<file path="src/hdl/ipdm_pkg.sv">
// constants shared by the code point priority map
package ipdm_pkg;
  localparam int CODE_W = 6;
  localparam int CODE_LSB = 2;
  localparam int CODE_MSB = 7;
  localparam int ENTRY_W = 2;
  localparam int ENTRIES = 64;
  localparam int CODES_PER_REG = 4;
  localparam int MAP_REGS = 16;
  localparam int ADDR_W = 8;
  localparam int DATA_W = 8;
  localparam int IDX_W = 4;
  localparam logic [7:0] OFS_CODES_00_03 = 8'h90;
  localparam logic [7:0] OFS_CODES_04_07 = 8'h91;
  localparam logic [7:0] OFS_CODES_08_0B = 8'h92;
  localparam logic [7:0] OFS_CODES_0C_0F = 8'h93;
  localparam logic [7:0] OFS_CODES_10_13 = 8'h94;
  localparam logic [7:0] OFS_CODES_14_17 = 8'h95;
  localparam logic [7:0] OFS_CODES_18_1B = 8'h96;
  localparam logic [7:0] OFS_CODES_1C_1F = 8'h97;
  localparam logic [7:0] OFS_CODES_20_23 = 8'h98;
  localparam logic [7:0] OFS_CODES_24_27 = 8'h99;
  localparam logic [7:0] OFS_CODES_28_2B = 8'h9A;
  localparam logic [7:0] OFS_CODES_2C_2F = 8'h9B;
  localparam logic [7:0] OFS_CODES_30_33 = 8'h9C;
  localparam logic [7:0] OFS_CODES_34_37 = 8'h9D;
  localparam logic [7:0] OFS_CODES_38_3B = 8'h9E;
  localparam logic [7:0] OFS_CODES_3C_3F = 8'h9F;
  localparam logic [7:0] MAP_RESET = 8'h00;
  localparam logic [7:0] READ_IDLE = 8'h00;
  localparam logic [1:0] PRIO_NONE = 2'h0;
endpackage

</file>
<file path="src/hdl/ipdm_tbl_if.sv">
// carrier between the map control, the code decoder and the table
`timescale 1ns/100ps
interface ipdm_tbl_if;
  import ipdm_pkg::*;
  logic wrEn;
  logic [IDX_W-1:0] wrIdx;
  logic [DATA_W-1:0] wrData;
  logic [IDX_W-1:0] rdIdx;
  logic [DATA_W-1:0] rdData;
  logic [CODE_W-1:0] code;
  logic [ENTRIES-1:0] codeSel;
  logic [ENTRY_W-1:0] entryPri;
  modport ctrl (output wrEn, output wrIdx, output wrData, output rdIdx, output code,
    input rdData, input entryPri, input codeSel);
  modport dec (input code, output codeSel);
  modport store (input wrEn, input wrIdx, input wrData, input rdIdx, input codeSel,
    output rdData, output entryPri);
endinterface

</file>
<file path="src/hdl/ipdm_top.sv">
// code point priority map: register port, frame lookup and checks
`timescale 1ns/100ps
module ipdm_top
  import ipdm_pkg::*;
(
  input wire logic ref_clk, // core clock
  input wire logic sys_rst, // synchronous reset, active high
  input wire logic clkEn, // freezes all state while low
  input wire logic [ADDR_W-1:0] regAddr, // register offset
  input wire logic [DATA_W-1:0] regWrData, // write data
  input wire logic regWrStb, // write strobe
  input wire logic regRdStb, // read strobe
  output logic [DATA_W-1:0] regRdData, // read data, cycle after strobe
  input wire logic frameValid, // classifier presents a frame
  input wire logic frameIsIpv4, // frame is IPv4
  input wire logic frameIsIpv6, // frame is IPv6
  input wire logic [7:0] frameTos, // TOS or Traffic Class byte
  output logic prioValid, // result pulse
  output logic [ENTRY_W-1:0] prioOut, // looked up priority
  output logic prioMapped // priority came from the table
);
  typedef struct packed {
    logic [DATA_W-1:0] rdData;
    logic prioValid;
    logic [ENTRY_W-1:0] prio;
    logic prioMapped;
  } ipdm_top_state_t;
  localparam ipdm_top_state_t TOP_RESET = '{rdData: READ_IDLE, prioValid: 1'b0,
    prio: PRIO_NONE, prioMapped: 1'b0};

  ipdm_top_state_t st_q;
  ipdm_top_state_t st_d;
  logic inMap;
  logic isIp;

  ipdm_tbl_if tblIf ();

  ipdm_code_decode u_decode (
    .tblIf (tblIf)
  );

  ipdm_map_table u_table (
    .ref_clk (ref_clk),
    .sys_rst (sys_rst),
    .tblIf (tblIf)
  );

  // whole upper nibble range 0x90..0x9F is the map
  // successive bytes index
  assign inMap = (regAddr[ADDR_W-1:IDX_W] == OFS_CODES_00_03[ADDR_W-1:IDX_W]);
  assign isIp = frameIsIpv4 | frameIsIpv6;

  assign tblIf.wrEn = clkEn & regWrStb & inMap;
  assign tblIf.wrIdx = regAddr[IDX_W-1:0];
  assign tblIf.wrData = regWrData;
  assign tblIf.rdIdx = regAddr[IDX_W-1:0];

  assign tblIf.code = frameTos[CODE_MSB:CODE_LSB];

  always_comb
  begin
    st_d = st_q;
    if (clkEn)
    begin
      // read data stand one cycle only
      st_d.rdData = READ_IDLE;
      if (regRdStb && inMap)
      begin
        st_d.rdData = tblIf.rdData;
      end
      st_d.prioValid = frameValid;
      st_d.prioMapped = 1'b0;
      st_d.prio = PRIO_NONE;
      if (frameValid && isIp)
      begin
        st_d.prioMapped = 1'b1;
        st_d.prio = tblIf.entryPri;
      end
    end
  end

  always_ff @(posedge ref_clk)
  begin
    if (sys_rst)
    begin
      st_q <= TOP_RESET;
    end
    else
    begin
      st_q <= st_d;
    end
  end

  assign regRdData = st_q.rdData;
  assign prioValid = st_q.prioValid;
  assign prioOut = st_q.prio;
  assign prioMapped = st_q.prioMapped;

  // helpers for the checks below
  logic ipFrame;
  logic mapWrite;
  logic mapRead;
  assign ipFrame = clkEn & frameValid & isIp;
  assign mapWrite = clkEn & regWrStb & inMap;
  assign mapRead = clkEn & regRdStb & inMap;

  function automatic logic [ENTRY_W-1:0] laneOf(logic [DATA_W-1:0] b, logic [1:0] s);
    return b[{s, 1'b0} +: ENTRY_W];
  endfunction
endmodule

</file>
<file path="src/hdl/ipdm_code_decode.sv">
// full decode of the six bit code point into one select per entry
`timescale 1ns/100ps
module ipdm_code_decode
  import ipdm_pkg::*;
(
  ipdm_tbl_if.dec tblIf // code in, one-hot select out
);
  genvar gi;
  generate
    for (gi = 0; gi < ENTRIES; gi++)
    begin : g_sel
      assign tblIf.codeSel[gi] = (tblIf.code == CODE_W'(gi));
    end
  endgenerate
endmodule

</file>
<file path="src/hdl/ipdm_map_table.sv">
// sixteen mapping bytes, four two bit entries each
`timescale 1ns/100ps
module ipdm_map_table
  import ipdm_pkg::*;
(
  input wire logic ref_clk, // core clock
  input wire logic sys_rst, // synchronous reset, active high
  ipdm_tbl_if.store tblIf // write, readback and lookup
);
  typedef struct packed {
    logic [MAP_REGS-1:0][DATA_W-1:0] mapReg;
  } ipdm_tbl_state_t;
  localparam ipdm_tbl_state_t TBL_RESET = '{mapReg: {MAP_REGS{MAP_RESET}}};

  ipdm_tbl_state_t st_q;
  ipdm_tbl_state_t st_d;
  logic [ENTRIES*ENTRY_W-1:0] flat;
  logic [ENTRIES-1:0][ENTRY_W-1:0] masked;

  always_comb
  begin
    st_d = st_q;
    if (tblIf.wrEn)
    begin
      st_d.mapReg[tblIf.wrIdx] = tblIf.wrData;
    end
  end

  always_ff @(posedge ref_clk)
  begin
    if (sys_rst)
    begin
      st_q <= TBL_RESET;
    end
    else
    begin
      st_q <= st_d;
    end
  end

  assign tblIf.rdData = st_q.mapReg[tblIf.rdIdx];
  assign flat = st_q.mapReg;

  genvar gi;
  generate
    for (gi = 0; gi < ENTRIES; gi++)
    begin : g_pick
      assign masked[gi] = tblIf.codeSel[gi] ? flat[gi*ENTRY_W +: ENTRY_W] : PRIO_NONE;
    end
  endgenerate

  always_comb
  begin
    tblIf.entryPri = PRIO_NONE;
    for (int i = 0; i < ENTRIES; i++)
    begin
      tblIf.entryPri = tblIf.entryPri | masked[i];
    end
  end
endmodule

</file>
<file path="config.mk">
export PLATFORM = sky130hd
export DESIGN_NAME = ipdm_top
export DESIGN_NICKNAME = d
export VERILOG_FILES = /design/src/hdl/ipdm_pkg.sv /design/src/hdl/ipdm_tbl_if.sv /design/src/hdl/ipdm_top.sv /design/src/hdl/ipdm_code_decode.sv /design/src/hdl/ipdm_map_table.sv
export SDC_FILE = /design/constraint.sdc
export NUM_CORES = 1
export LEC_CHECK = 0
export ABC_AREA = 1
export ABC_CLOCK_PERIOD_IN_PS = 1250
export BUFFER_PORTS_ARGS = -buffer_cell sky130_fd_sc_hd__buf_4
export CAP_MARGIN = 20
export CORE_AREA = 2 2 136 111
export DETAILED_ROUTE_END_ITERATION = 16
export DIE_AREA = 0 0 138 113
export PLACE_DENSITY = 0.73
export SLEW_MARGIN = 20
export SYNTH_ARGS = -nofsm -noshare
export SYNTH_HDL_FRONTEND = slang
export SYNTH_SLANG_ARGS = --single-unit
export TNS_END_PERCENT = 10
</file>
<file path="constraint.sdc">
create_clock -name ref_clk -period 1.25 [get_ports ref_clk]
set_input_delay 0.1875 -clock ref_clk [delete_from_list [all_inputs] [get_ports ref_clk]]
set_output_delay 0.1875 -clock ref_clk [all_outputs]
set_load 0.05 [all_outputs]
</file>
==> impl_metrics.py <==
metrics = {
    "place": {
        "port_buffers": 41,
        "place_ws_ps": -727,
        "gp_congestion": 1.07,
        "post-place-cells": 1337,
        "dpl.hpwl_um": 19800,
    },
    "drt": {
        "drcViolationCount": 0,
        "wirelength_um": 28300,
        "via_per_inst": 6.01,
        "wl_per_cell_um": 20.5,
        "drtIter0Drc": 1197,
        "dr.pass1.iters": 6,
        "vias": 8279,
        "ant_nets": 0,
    },
    "floorplanning": {
        "core_area_mm2": 0.0142,
        "die_y_um": 113,
        "dieArea_mm2": 0.0156,
        "num_rows": 39,
        "fp.dieW_um": 138,
        "initial_utilization_pct": 55.4,
        "ioPinCount": 44,
    },
    "sta": {
        "drv_slew": 0,
        "worst_slew_pin_slew_ps": 483,
        "period_share_pct": 105,
        "final.setup_skew_ps": 8.37,
        "max_freq_mhz": 764,
        "tns_ps": -87.0,
        "hold_viol": 0,
        "hold_ws_ps": 48.0,
        "fin_crit_ps": 1310,
        "rsz0062_at_grt": "yes",
        "layout_setup_ws_ps": -59.5,
        "slew_headroom_pct": 67.8,
        "setup_viol": 3,
    },
    "worst_setup_path": {
        "cp.arrival_ps": 1680,
        "endpoint_kind": "flip-flop",
        "rr_startpoint": "u_table.flat[65]",
        "critical_path.startpoint": "frameTos[5]",
        "critPathMaxFanout": 7,
        "cp-start-kind": "primary input",
        "path_class": "primary input to flip-flop",
        "cp.required_ps": 1620,
    },
    "grt": {
        "grt_pass1_vias": 7645,
        "grt_overflow": 0,
        "grt_pass1_wl_um": 42500,
        "antenna_found_initial": 0,
        "grt_max_degree": 33,
        "grtUsageTotal_pct": 35.3,
    },
    "logic_synthesis": {
        "synth_nets": 1135,
        "postSynthCellCount": 1103,
        "yosysTopAreaCell": "dfxtp_1",
        "synth_compound_gate_area_share_pct": 22.6,
        "async_reset_ff_share_pct": 0,
        "synth_top_family_by_area": "simple AND/OR/NAND/NOR gates",
        "ys_warn_count": 0,
        "yosysMostFrequentCell": "nand2_1",
        "yosys.area_share.simple_pct": 30.6,
        "synth_edf_count": 0,
        "synth_cell_types": 28,
        "synth_seq_cells": 140,
        "synthFlopType": "dfxtp_1",
        "synth_area_mm2": 0.00784,
        "muxShareOfSynthArea_pct": 0,
        "netlist_top_cells_area": "dfxtp_1, nand2_1, a211oi_2",
        "synth_top_area_share_pct": 35.8,
        "synthTopCellsByCount": "nand2_1, nor2_1, dfxtp_1",
        "synthAdderAreaFrac_pct": 0,
        "avgSynthCellArea_um2": 7.10,
        "synth_xor_area_share_pct": 0,
        "yosysSeqAreaShare_pct": 35.8,
    },
    "cells_and_area": {
        "area_growth_pct": 26.3,
        "multi_input_area_mm2": 0.00452,
        "fillers": 1150,
        "regArea_mm2": 0.00281,
        "drive_above_1_share_pct": 28.2,
        "fin_cells": 1378,
        "n_antenna_cell": 0,
        "num-nets-final": 1213,
    },
    "power_and_ir_drop": {
        "p_leak_nw": 3.99,
        "total_power_mw": 10.3,
        "irDropWorstVdd_v": 0.00106,
        "power-per-cell-area_mw_per_mm2": 1040,
    },
    "clock_tree": {
        "cts.clk_slew.worst_paths_ps": 60,
        "numCtsBuffers": 17,
        "cts_tree": "yes",
        "cts-root-buf": "clkbuf_16",
        "clock_path_buffers": 2,
        "htreeDepth": 4,
        "insertion_delay_ps": 430,
        "clock_sinks": 140,
    },
    "min_path": {
        "worstHoldPathType": "primary input to flip-flop",
        "min_from": "frameValid",
    },
    "run_status": {
        "violations": "setup timing",
        "status": "complete, but fails checks",
    },
    "run": {
        "drv_cap": 0,
    },
}
## layout by cell type (no fill, tap or decap), types with 31 or more instances in the layout
cell type	Yosys	layout
inv_1	111	105
buf_4	1	101
dfxtp_1	140	134
a211oi_1	40	40
a21oi_1	42	41
nand2_1	207	182
a211oi_2	58	58
o22ai_1	34	31
nor2_1	164	130
nand3_1	124	118
o21ai_0	60	41
## cell type report
type	count	area share (%)
Multi-Input combinational cell	772	45.7
Tap cell	184	2.33
Clock buffer	21	4.75
Clock inverter	11	0.948
Sequential cell	140	28.4
Timing Repair Buffer	130	13.2
Inverter	120	4.68
## where the power goes
group	internal [mW]	leakage [nW]	switching [mW]
Combinational	0.325	2.59	0.647
Sequential	4.47	1.13	0.00518
Clock	2.87	0.271	2.02
Total	7.67	3.99	2.67
## sequential cells by signal, summed over array words and instances (netlist names)
signal / flops
prioValid: 1
prioOut: 2
prioMapped: 1
regRdData: 8
u_table.flat: 128
## per-layer routing
layer	global-route usage [%]	wire length [µm]	vias to the layer above
li1	-	-	3862
met1	48.4	11500	3768
met4	15.9	1180	0
met3	8.80	3480	106
met2	53.0	12100	543
met5	0	0	-
## critical path: stages
cell	delay [ps]
buf_4	140
inv_2	100
nand2_4	90
buf_12	140
nor2_4	290
nand3_2	150
nand2_2	120
nor2_4	50
nand2_1	70
nor2_2	50
nand2_1	70
o21ai_1	70
a21oi_1	140
## through the flow
stage / util, % / cell area (µm²)
global placement: 62.7 / 8870
CTS: 67.1 / 9490
detailed placement: 62.7 / 8870
global route: 69.9 / 9900
floorplan: - / 7850
finish: 69.9 / 9900
## path summary, 6_finish.rpt
kind / slack [ps] / depth (start not counted) / end
setup / recovery: -60 / 13 / prioOut[1]
hold / removal: 50 / 3 / prioValid
setup reg to reg: -20 / 6 / regRdData[1]
hold reg to reg: 470 / 2 / regRdData[4]
## logic make-up after synthesis
| kind of cell | after synthesis |
|---|---|
| buffers and inverters | 192 |
| AO/OA/AOI/OAI | 238 |
| AND/OR/NAND/NOR | 533 |
| flip-flops | 140 |
## what timing repair did
action,CTS,global route
pin swaps,1,35
buffers inserted,0,7
gates resized for setup,23,104
endpoints found under the setup margin,4,22
gates cloned,0,2
hold buffers,0,0
(Power assumes the default switching activity.)
